===== src/ssel_pkg.sv =====
// Package for the start signal selection block: setting codes, timing, carriers.
// Assumes a single system clock; all users import the whole package.
`default_nettype none
package ssel_pkg;
  localparam int unsigned SYS_CLK_HZ = 10_000_000;
  localparam int unsigned SECOND_S = 1;
  localparam int unsigned TICKS_PER_SEC = SYS_CLK_HZ * SECOND_S;
  localparam logic [13:0] SM_DECEL_TWO_WIRE = 14'h270f;
  localparam logic [13:0] SM_DECEL_START_DIR = 14'h22b8;
  localparam logic [13:0] SM_TWO_WIRE_MAX = 14'h0064;
  localparam logic [13:0] SM_START_DIR_MIN = 14'h03e8;
  localparam logic [13:0] SM_START_DIR_MAX = 14'h044c;
  localparam logic [7:0] FUNC_HOLD_ENABLE = 8'h19;
  localparam int unsigned SYNC_STAGES = 3;
  localparam int unsigned DELAY_W = 7;
  localparam int unsigned PRESC_W = 24;
  localparam int unsigned PIN_FWD = 0;
  localparam int unsigned PIN_REV = 1;
  localparam int unsigned PIN_SHUTOFF = 2;
  localparam int unsigned PIN_HOLD = 3;
  localparam int unsigned PIN_INCH = 4;
  localparam int unsigned PIN_TERM0 = 5;

  typedef struct packed {
    logic [13:0] stop_method_setting;
    logic [7:0] first_input_assign_setting;
    logic [7:0] second_input_assign_setting;
  } ssel_cfg_t;

  typedef struct packed {
    logic run_fwd;
    logic run_rev;
    logic drive_en;
    logic decel;
    logic coast;
    logic held;
  } ssel_sts_t;

  typedef enum logic [1:0] {ST_IDLE, ST_RUN, ST_DECEL, ST_COAST} ssel_state_t;
endpackage
`default_nettype wire


===== src/ssel_top.sv =====
// Start signal selection: decodes start, direction and hold-enable pins into run and stop commands.
// Assumes pins are asynchronous to i_clk_sys and i_motor_stopped comes from logic on the same clock.
//
// Overview of operation
// - Settings 9999 or 0..100: forward input runs forward, reverse input runs reverse.
// - Settings 8888 or 1000..1100: forward input is run, reverse input selects direction.
// - Setting 0..100: coast once that many seconds pass after start removal.
// - Setting 1000..1100: coast after setting minus 1000 seconds following start removal.
// - Settings 9999 and 8888: start removal decelerates to a stop, no coast.
// - Two-wire decoding: both inputs off or both on while running decelerates to stop.
// - Forward function only via first assignment, reverse only via second assignment.
// - Active hold-enable turns on self-holding; start inputs become start triggers only, except the start-dir reverse input, which still selects direction.
// - In self-holding, a pulsed start input is latched and the drive starts.
// - One drop of hold-enable clears the latched start and decelerates to stop.
// - Hold-enable has its own pin; code 25 maps it to another terminal too.
// - While inching input is active, hold-enable is ignored.
// - Output shutoff stops output but keeps the latched self-hold state.
// - Start-dir: run off stops, run alone forward, both reverse; two-wire both stop.
// - Output shutoff while running cuts drive at once, motor coasts.
`default_nettype none
module ssel_top
  import ssel_pkg::*;
#(
  parameter int unsigned NTERM = 4,
  parameter int unsigned TICKS_SEC = TICKS_PER_SEC,
  parameter logic [7:0] FWD_CODE = 8'h00,
  parameter logic [7:0] REV_CODE = 8'h01
) (
  input wire logic i_clk_sys,
  input wire logic i_reset_n,
  input wire logic i_forward_start_input,
  input wire logic i_reverse_start_input,
  input wire logic i_output_shutoff_input,
  input wire logic i_hold_enable_input,
  input wire logic i_inching_input,
  input wire logic [NTERM-1:0] i_term,
  input wire logic [NTERM-1:0][7:0] i_term_assign,
  input wire ssel_cfg_t i_cfg,
  input wire logic i_motor_stopped,
  output var ssel_sts_t o_status
);
  localparam int unsigned NPIN = PIN_TERM0 + NTERM;

  logic [NPIN-1:0] pin_raw;
  logic [NPIN-1:0] s1_q, s2_q, s3_q, filt_q;
  assign pin_raw = {i_term, i_inching_input, i_hold_enable_input, i_output_shutoff_input,
                    i_reverse_start_input, i_forward_start_input};

  // Three stages; a level is accepted only once stages two and three agree
  genvar g;
  generate
    for (g = 0; g < NPIN; g++) begin : g_sync
      always_ff @(posedge i_clk_sys) begin
        if (!i_reset_n) begin
          s1_q[g] <= 1'b0;
          s2_q[g] <= 1'b0;
          s3_q[g] <= 1'b0;
          filt_q[g] <= 1'b0;
        end else begin
          s1_q[g] <= pin_raw[g];
          s2_q[g] <= s1_q[g];
          s3_q[g] <= s2_q[g];
          if (s2_q[g] == s3_q[g]) begin
            filt_q[g] <= s3_q[g];
          end
        end
      end
    end
  endgenerate

  logic [NTERM-1:0] term_hold;
  generate
    for (g = 0; g < NTERM; g++) begin : g_map
      assign term_hold[g] = filt_q[PIN_TERM0+g] && (i_term_assign[g] == FUNC_HOLD_ENABLE);
    end
  endgenerate

  // Live start functions exist only on their own pins and their own assignment settings
  wire fwd_live = filt_q[PIN_FWD] && (i_cfg.first_input_assign_setting == FWD_CODE);
  wire rev_live = filt_q[PIN_REV] && (i_cfg.second_input_assign_setting == REV_CODE);
  wire shutoff = filt_q[PIN_SHUTOFF];
  wire hold_raw = filt_q[PIN_HOLD] || (|term_hold);
  wire hold_act = hold_raw && !filt_q[PIN_INCH];

  wire [13:0] sm = i_cfg.stop_method_setting;
  wire in_sd_range = (sm >= SM_START_DIR_MIN) && (sm <= SM_START_DIR_MAX);
  wire in_2w_range = (sm <= SM_TWO_WIRE_MAX);
  wire sd_mode = (sm == SM_DECEL_START_DIR) || in_sd_range;
  wire timed = in_2w_range || in_sd_range;
  wire [13:0] sm_off = sm - SM_START_DIR_MIN;
  wire [DELAY_W-1:0] delay_s = in_2w_range ? sm[DELAY_W-1:0] : sm_off[DELAY_W-1:0];

  // Self-hold latch: rising edge of a start input arms it, so a pulse on then off stays held
  logic fwd_prev_q, rev_prev_q, hfwd_q, hrev_q;
  wire fwd_rise = fwd_live && !fwd_prev_q;
  wire rev_rise = rev_live && !rev_prev_q;
  wire hfwd_d = !hold_act ? 1'b0 : (fwd_rise ? 1'b1 : ((rev_rise && !sd_mode) ? 1'b0 : hfwd_q));
  wire hrev_d = (!hold_act || sd_mode) ? 1'b0 : (rev_rise ? 1'b1 : (fwd_rise ? 1'b0 : hrev_q));

  always_ff @(posedge i_clk_sys) begin
    if (!i_reset_n) begin
      fwd_prev_q <= 1'b0;
      rev_prev_q <= 1'b0;
      hfwd_q <= 1'b0;
      hrev_q <= 1'b0;
    end else begin
      fwd_prev_q <= fwd_live;
      rev_prev_q <= rev_live;
      hfwd_q <= hfwd_d;
      hrev_q <= hrev_d;
    end
  end

  // In start-dir mode the reverse input keeps its direction role even while holding
  wire eff_f = hold_act ? (hfwd_q || fwd_live) : fwd_live;
  wire eff_r = (hold_act && !sd_mode) ? (hrev_q || rev_live) : rev_live;
  wire cmd_run = sd_mode ? eff_f : (eff_f ^ eff_r);
  wire cmd_rev = sd_mode ? eff_r : (eff_r && !eff_f);

  ssel_state_t st_q, st_d;
  logic timed_q, timed_d;
  logic [DELAY_W-1:0] sec_q, sec_d;
  logic [PRESC_W-1:0] presc_q;
  wire tick = (presc_q == PRESC_W'(TICKS_SEC - 1));
  wire [PRESC_W-1:0] presc_d = (st_q != ST_DECEL || tick) ? '0 : presc_q + 1'b1;

  always_comb begin
    st_d = st_q;
    timed_d = timed_q;
    sec_d = sec_q;
    unique case (st_q)
      ST_IDLE: begin
        if (cmd_run) begin
          st_d = ST_RUN;
        end
      end
      ST_RUN: begin
        if (!cmd_run) begin
          timed_d = timed;
          sec_d = delay_s;
          st_d = (timed && delay_s == '0) ? ST_COAST : ST_DECEL;
        end
      end
      ST_DECEL: begin
        if (cmd_run) begin
          st_d = ST_RUN;
        end else if (i_motor_stopped) begin
          st_d = ST_IDLE;
        end else if (timed_q && sec_q == '0) begin
          st_d = ST_COAST;
        end else if (tick && sec_q != '0) begin
          sec_d = sec_q - 1'b1;
        end
      end
      ST_COAST: begin
        if (cmd_run) begin
          st_d = ST_RUN;
        end else if (i_motor_stopped) begin
          st_d = ST_IDLE;
        end
      end
    endcase
  end

  ssel_sts_t sts_d;
  wire active_d = (st_d == ST_RUN) || (st_d == ST_DECEL);
  // Shutoff only gates the drive; the state machine and hold latch keep running beneath it
  assign sts_d.run_fwd = (st_d == ST_RUN) && !cmd_rev && !shutoff;
  assign sts_d.run_rev = (st_d == ST_RUN) && cmd_rev && !shutoff;
  assign sts_d.drive_en = active_d && !shutoff;
  assign sts_d.decel = (st_d == ST_DECEL) && !shutoff;
  assign sts_d.coast = (st_d == ST_COAST) || (shutoff && st_d != ST_IDLE);
  assign sts_d.held = hfwd_d || hrev_d;

  always_ff @(posedge i_clk_sys) begin
    if (!i_reset_n) begin
      st_q <= ST_IDLE;
      timed_q <= 1'b0;
      sec_q <= '0;
      presc_q <= '0;
      o_status <= '0;
    end else begin
      st_q <= st_d;
      timed_q <= timed_d;
      sec_q <= sec_d;
      presc_q <= presc_d;
      o_status <= sts_d;
    end
  end
endmodule
`default_nettype wire


===== config.mk =====
export PLATFORM = sky130hd
export DESIGN_NAME = ssel_top
export DESIGN_NICKNAME = d
export VERILOG_FILES = /design/src/ssel_pkg.sv /design/src/ssel_top.sv
export SDC_FILE = /design/constraint.sdc
export NUM_CORES = 1
export LEC_CHECK = 0
export BUFFER_PORTS_ARGS = -buffer_cell sky130_fd_sc_hd__buf_2
export CAP_MARGIN = 20
export CELL_PAD_IN_SITES_DETAIL_PLACEMENT = 1
export CELL_PAD_IN_SITES_GLOBAL_PLACEMENT = 1
export CORE_ASPECT_RATIO = 0.6
export CORE_MARGIN = 2
export CORE_UTILIZATION = 36
export CTS_CLUSTER_SIZE = 30
export DETAILED_ROUTE_END_ITERATION = 7
export PLACE_DENSITY = 0.79
export SLEW_MARGIN = 20
export SYNTH_ARGS = -nofsm -noshare
export SYNTH_HDL_FRONTEND = slang
export SYNTH_SLANG_ARGS = --single-unit

===== constraint.sdc =====
create_clock -name i_clk_sys -period 3.1 [get_ports i_clk_sys]
set_input_delay 0.775 -clock i_clk_sys [delete_from_list [all_inputs] [get_ports i_clk_sys]]
set_output_delay 0.775 -clock i_clk_sys [all_outputs]
set_load 0.01 [all_outputs]

# ---- Word-level counts from Yosys, hierarchy flattened
# Index checks and enable logic that the tools add are counted.
dict set report totals {
  ff_bits 80
  latch_bits 0
  mem_bits_rw 0
  mem_bits_ro 0
  in_bits 74
  mem_count 0
}
dict set report op_classes {
  addsub 3
  multipliers 0
  div 0
  magnitude_cmp 3
  n_eq_ne 28
  shifts 0
  mux 26
  n_bitwise 3
  n_reduce_logical 52
}
# op count
set ops {}
lappend ops {{2-to-1 mux 7 bit} 6}
lappend ops {{equality test 8 x 5 -> 1 bit (second input constant)} 4}
lappend ops {{adder 24 x 1 -> 24 bit (second input constant)} 1}
lappend ops {{equality test 24 bit (second input constant)} 1}
lappend ops {{logical AND 1 bit} 23}
lappend ops {{equality test 14 bit (second input constant)} 1}
lappend ops {{greater-or-equal comparator 14 x 10 -> 1 bit (second input constant)} 1}
lappend ops {{less-or-equal comparator 14 x 11 -> 1 bit (second input constant)} 1}
lappend ops {{less-or-equal comparator 14 x 7 -> 1 bit (second input constant)} 1}
lappend ops {{zero test 7 bit} 2}
lappend ops {{2-to-1 mux 2 bit} 7}
lappend ops {{case mux 7 bit (2 select lines)} 1}
lappend ops {{inequality test 2 bit (second input constant)} 6}
lappend ops {{2-to-1 mux 1 bit} 11}
lappend ops {{logical OR 1 bit} 10}
lappend ops {{equality test 1 bit} 9}
lappend ops {{equality test 2 bit (second input constant)} 4}
lappend ops {{equality test 8 x 1 -> 1 bit (second input constant)} 1}
lappend ops {{zero test 1 bit} 8}
lappend ops {{zero test 8 bit} 1}
lappend ops {{case mux 2 bit (4 select lines)} 1}
lappend ops {{nonzero test 7 bit} 1}
lappend ops {{subtractor 7 x 1 -> 7 bit (second input constant)} 1}
lappend ops {{subtractor 7 bit (second input constant)} 1}
lappend ops {{9 further kinds} 12}

# ---- Logic depth before layout (Yosys ltp)
dict set report logic_depth {
  word_depth 14
  ltp_mapped 14
  mapped_depth_nobuf 13
}

# ---- Worst setup path after synthesis
# No wires, ideal clock.
dict set report synth_timing {
  kind {input -> register}
  from {input i_term_assign[13] (netlist bit)}
  to {register o_status[3] (netlist bit)}
  arrival_ps 3195
  slack_ps -174
  cell_stages 11
  path_buffers 0
  path_cell_list {nand4bb_1 > or4_1 > a41oi_2 > a21oi_1 > ha_1 > and2_1 > nor2_1 > nor3_1 > inv_1 > ha_1 > nor3_1}
}
dict set report synth_via {
  elab_chain_cells 14
  elab_cells_between_ends 19
  classes_between {eq/ne (3); mux (8); bitwise (1); reduce/logical (7)}
}
# element line
set synth_lines {}
lappend synth_lines {{start, declared} ssel_top.sv:37} ;# input wire logic [NTERM-1:0][7:0] i_term_assign,
lappend synth_lines {{equality test 8 x 5 -> 1 bit *} ssel_top.sv:74} ;# assign term_hold[g] = filt_q[PIN_TERM0+g] && (i_term_assign[g] == FUNC_HOLD_ENABLE);
lappend synth_lines {{logical AND 1 bit *} ssel_top.sv:74}
lappend synth_lines {{OR reduction 4 bit *} ssel_top.sv:82} ;# wire hold_raw = filt_q[PIN_HOLD] || (|term_hold);
lappend synth_lines {{logical OR 1 bit *} ssel_top.sv:82}
lappend synth_lines {{logical AND 1 bit *} ssel_top.sv:83} ;# wire hold_act = hold_raw && !filt_q[PIN_INCH];
lappend synth_lines {{logical AND 1 bit} ssel_top.sv:116} ;# wire eff_r = (hold_act && !sd_mode) ? (hrev_q || rev_live) : rev_live;
lappend synth_lines {{2-to-1 mux 1 bit} ssel_top.sv:116}
lappend synth_lines {{bitwise XOR 1 bit} ssel_top.sv:117} ;# wire cmd_run = sd_mode ? eff_f : (eff_f ^ eff_r);
lappend synth_lines {{2-to-1 mux 1 bit *} ssel_top.sv:117}
lappend synth_lines {{2-to-1 mux 2 bit, on equally long branches} -}
lappend synth_lines {{case mux 2 bit (4 select lines) *} ssel_top.sv:131} ;# unique case (st_q)
lappend synth_lines {{net st_d[0]} ssel_top.sv:120} ;# ssel_state_t st_q, st_d;
lappend synth_lines {{equality test 2 x 1 -> 1 bit / equality test 2 bit (equally long branches)} ssel_top.sv:166} ;# wire active_d = (st_d == ST_RUN) || (st_d == ST_DECEL);
lappend synth_lines {{logical OR 1 bit *} ssel_top.sv:166}
lappend synth_lines {{logical AND 1 bit *} ssel_top.sv:170} ;# assign sts_d.drive_en = active_d && !shutoff;
lappend synth_lines {{end signal, assigned} ssel_top.sv:187} ;# o_status <= sts_d;
lappend synth_lines {{end, declared} ssel_top.sv:40} ;# output var ssel_sts_t o_status
# The timed path passes the listed nets; every way through them passes the cells marked *.
# A chain may end at the register's enable or synchronous reset.

# ---- Worst setup path in the final report
dict set report layout_timing {
  from {input i_term_assign[13] (netlist bit)}
  to {register sec_q[4]}
}
dict set report layout_via {
  elab_chain_cells 11
  elab_cells_between_ends 13
  classes_between {eq/ne (3); mux (3); bitwise (1); reduce/logical (6)}
}
# element line
set layout_lines {}
lappend layout_lines {{equality test 8 x 5 -> 1 bit *} ssel_top.sv:74}
lappend layout_lines {{logical AND 1 bit *} ssel_top.sv:74}
lappend layout_lines {{OR reduction 4 bit *} ssel_top.sv:82}
lappend layout_lines {{logical OR 1 bit *} ssel_top.sv:82}
lappend layout_lines {{logical AND 1 bit *} ssel_top.sv:83}
lappend layout_lines {{logical AND 1 bit} ssel_top.sv:116}
lappend layout_lines {{2-to-1 mux 1 bit} ssel_top.sv:116}
lappend layout_lines {{bitwise XOR 1 bit} ssel_top.sv:117}
lappend layout_lines {{2-to-1 mux 1 bit *} ssel_top.sv:117}
lappend layout_lines {{inequality test 2 bit (no source line)} -}
lappend layout_lines {{AND reduction 6 bit (no source line) *} -}
lappend layout_lines {{end signal, assigned} ssel_top.sv:179} ;# sec_q <= '0;
lappend layout_lines {{end signal, assigned} ssel_top.sv:185} ;# sec_q <= sec_d;
lappend layout_lines {{end, declared} ssel_top.sv:122} ;# logic [DELAY_W-1:0] sec_q, sec_d;
# Every way passes the cells marked *; elsewhere a longest branch is shown, timed or not.

==> run_results.csv <==
group,metric,value,unit
status,status,"complete, no violations",
global_routing,grt.overflow.total,0,
place,hpwl,7310,um
floorplanning,start_util,37.6,%
timing,final-hold-violation-count,0,
synthesis,ys_seq_area_share,45.9,%
place,numPortBuffers,79,
pwr,p_per_area,470,mW/mm^2
critical_path,path_delay_family,"simple AND/OR/NAND/NOR gates",
critical_path,cp-start-kind,"primary input",
pwr,vdd_drop_max,383,uV
synthesis,synth_edf_count,0,
timing,worstMarginPinSlew,0.592,ns
pwr,p_leak,0.00186,uW
layout,n_antenna_cell,0,
synthesis,synthTopCellsByCount,"80 x dfxtp_1, 57 x nor2_1, 32 x and2_1, 26 x nand2_1, 23 x a21oi_1",
synthesis,synthFlopType,"dfxtp_1",
critical_path,path_buf_inv,3,
synthesis,ys_seq_elements,80,
critical_path,end_kind,"register",
drt,vias,3257,
global_routing,grt_pass1_vias,3435,
clocking,clock_latency,0.34,ns
layout,final_layout_size_suffix_gt1_share,29.9,%
layout,syn_to_final_growth,32.3,%
floorplanning,rows,27,
drt,drcViolationCount,0,
layout,design_area,0.00462,sq mm
place,place_congestion,0.807,
critical_path,cp.arrival,3.27,ns
floorplanning,die_h,80.3,um
timing,setup_viol,0,
timing,fin_crit_sh,96.9,%
synthesis,synth_area_leaders,"dfxtp_1 46%, nor2_1 6.1%, and2_1 5.7%, a21oi_1 3.3%, xor2_1 3.3%",
floorplanning,die_area,0.0105,sq mm
clocking,clock_sinks,80,
timing,whs,0.434,ns
synthesis,yosysMostFrequentCell,"dfxtp_1",
place,preCtsSetupSlack,-0.476,ns
drt,drt_iter0_markers,150,
timing,max_freq,333,MHz
synthesis,netlist_area,0.00349,sq mm
min_path,hp-class,"register to register",
drt,wire_per_inst,15.9,um
timing,slew_violations,0,
run,cap_violations,0,
synthesis,synthArstFlopShare,0,%
clocking,cts_max_level,3,
global_routing,antenna_found_initial,0,
synthesis,synth_nets,474,
timing,worst_slack,0.0961,ns
critical_path,cp_max_fo,10,
clocking,path_clk_slew,0.06,ns
synthesis,netlist_instances,392,
critical_path,crit_path_frequent_cell,"buf_4",
timing,skew,0.00612,ns
timing,period_needed,3.00,ns
timing,slew_headroom,60.4,%
clocking,cts_tree,"yes",
critical_path,crit_required,3.36,ns
place,post_dp_cell_area,0.00424,sq mm
global_routing,track_usage,20.0,%
synthesis,avgSynthCellArea,8.91,sq um
layout,stdcell_count,641,
drt,ant_nets,0,
floorplanning,die_w,131,um
layout,fillers,1106,
drt,dr.pass1.iters,4,
synthesis,synth_warnings,0,
critical_path,crit_type,"primary input to register",
critical_path,cp_slowest_cell,"or4_4",
layout,layout.nets,588,
synthesis,ys_types,58,
clocking,clock-root-buffer,"clkbuf_16",
place,dp_cells,620,
floorplanning,core_area,0.00929,sq mm
clocking,numCtsBuffers,9,
pwr,p_total,2170,uW
synthesis,synth_area_leader_cell,"dfxtp_1",
synthesis,yosysTopAreaCellShare,45.9,%
clocking,clk_path_buf_depth,2,
drt,vias_per_cell,5.08,
floorplanning,ioPinCount,80,
critical_path,path_cells,"buf_2 -> nand4bb_1 -> or4_4 -> a41oi_4 -> a21oi_2 -> ha_1 -> and2_4 -> buf_4 -> o21ai_2 -> buf_4 -> or3_1 -> a21oi_1",
critical_path,critical_path.max_stage_delay,0.54,ns
drt,routed_wl,10200,um
global_routing,grt_max_degree,34,
global_routing,grt_pass1_wl,16700,um
==> layout by cell type, fill, tap and decap left out, types with 3 or more instances in the layout <==
cell type,count
dfxtp_1,80
buf_2,79
nor2_1,57
buf_4,35
and2_1,31
nand2_1,26
a21oi_1,21
o21ai_0,17
nand3_1,14
xor2_1,13
inv_1,11
xnor2_1,9
clkbuf_16,9
ha_1,8
nor2b_1,6
nor3_1,6
and3_1,6
nand3b_1,5
nand4_1,5
nand2b_1,3
nand4bb_1,3
or4_4,3
and3b_1,3
a31oi_1,3
o211ai_1,3
nor4_1,3
==> worst reg2reg max path: cells and delay by family (launching register included) <==
family | cells | cell delay [ns]
AND/OR/NAND/NOR | 4 | 1.13
AO/OA/AOI/OAI | 4 | 0.61
flip-flops | 1 | 0.37
buffers and inverters | 2 | 0.29
adder cells (fa/ha/maj) | 1 | 0.28
==> final cells by class <==
cell class	instances	area [sq um]	area share [%]
flip-flops and latches	80	1600	34.7
inverters	13	48.8	1.06
multi-input cells	288	1870	40.4
clock buffers	10	239	5.17
clock inverters	6	42.5	0.921
well taps	130	163	3.52
repair buffers	114	658	14.2
==> routing by layer <==
metal | share of wire (%) | global-route usage [%]
met1 | 45 | 23.6
met2 | 49 | 35.5
met3 | 5.1 | 6.50
met4 | 1.3 | 5.00
met5 | 0 | 0
==> logic make-up after synthesis <==
kind of cell / after synthesis / synth area share [%]
AND/OR/NAND/NOR: 189 / 28.7
flip-flops: 80 / 45.9
AO/OA/AOI/OAI: 68 / 13.9
buffers and inverters: 24 / 2.83
XOR/XNOR: 22 / 5.52
adder cells (fa/ha/maj): 8 / 2.87
multiplexers: 1 / 0.287
==> state kept, by name, summed over array words and instances, names as in the netlist <==
| signal | count |
|---|---|
| presc_q | 24 |
| rev_prev_q | 1 |
| shutoff | 1 |
| timed_q | 1 |
| s2_q | 9 |
| st_q | 2 |
| filt_q | 8 |
| sec_q | 7 |
| o_status | 6 |
| fwd_prev_q | 1 |
| hfwd_q | 1 |
| hrev_q | 1 |
| s3_q | 9 |
| s1_q | 9 |
==> report_power, final <==
| part | leakage [uW] | internal, uW | switching [uW] |
|---|---|---|---|
| Sequential | 0.000649 | 1040 | 6.21 |
| Clock | 0.000135 | 565 | 431 |
| Combinational | 0.00108 | 68.3 | 59.3 |
| Total | 0.00186 | 1680 | 497 |
==> final timing paths <==
kind	from	end	slack, ns	depth (start not counted)
max reg2reg	filt_q[5]	sec_q[4]	0.36	11
min	s1_q[1]	s2_q[1]	0.43	1
min reg2reg	s1_q[1]	s2_q[1]	0.43	1
max	i_term_assign[13]	sec_q[4]	0.1	12
==> metrics by stage <==
stage | TNS, ns | utilization, %
finish | 0 | 49.7
global route | -0.0208 | 49.7
CTS | 0 | 49.3
detailed placement | -3.40 | 45.6
global placement | -1.99 | 45.6
floorplan | 0 | -
==> what timing repair did <==
| item | CTS | global route |
|---|---|---|
| pin swaps | 2 | 6 |
| hold buffers | 0 | 0 |
| resized for setup | 6 | 7 |
| setup buffers | 4 | 1 |
| setup endpoints to repair | 5 | 7 |
(Power assumes the default switching activity.)
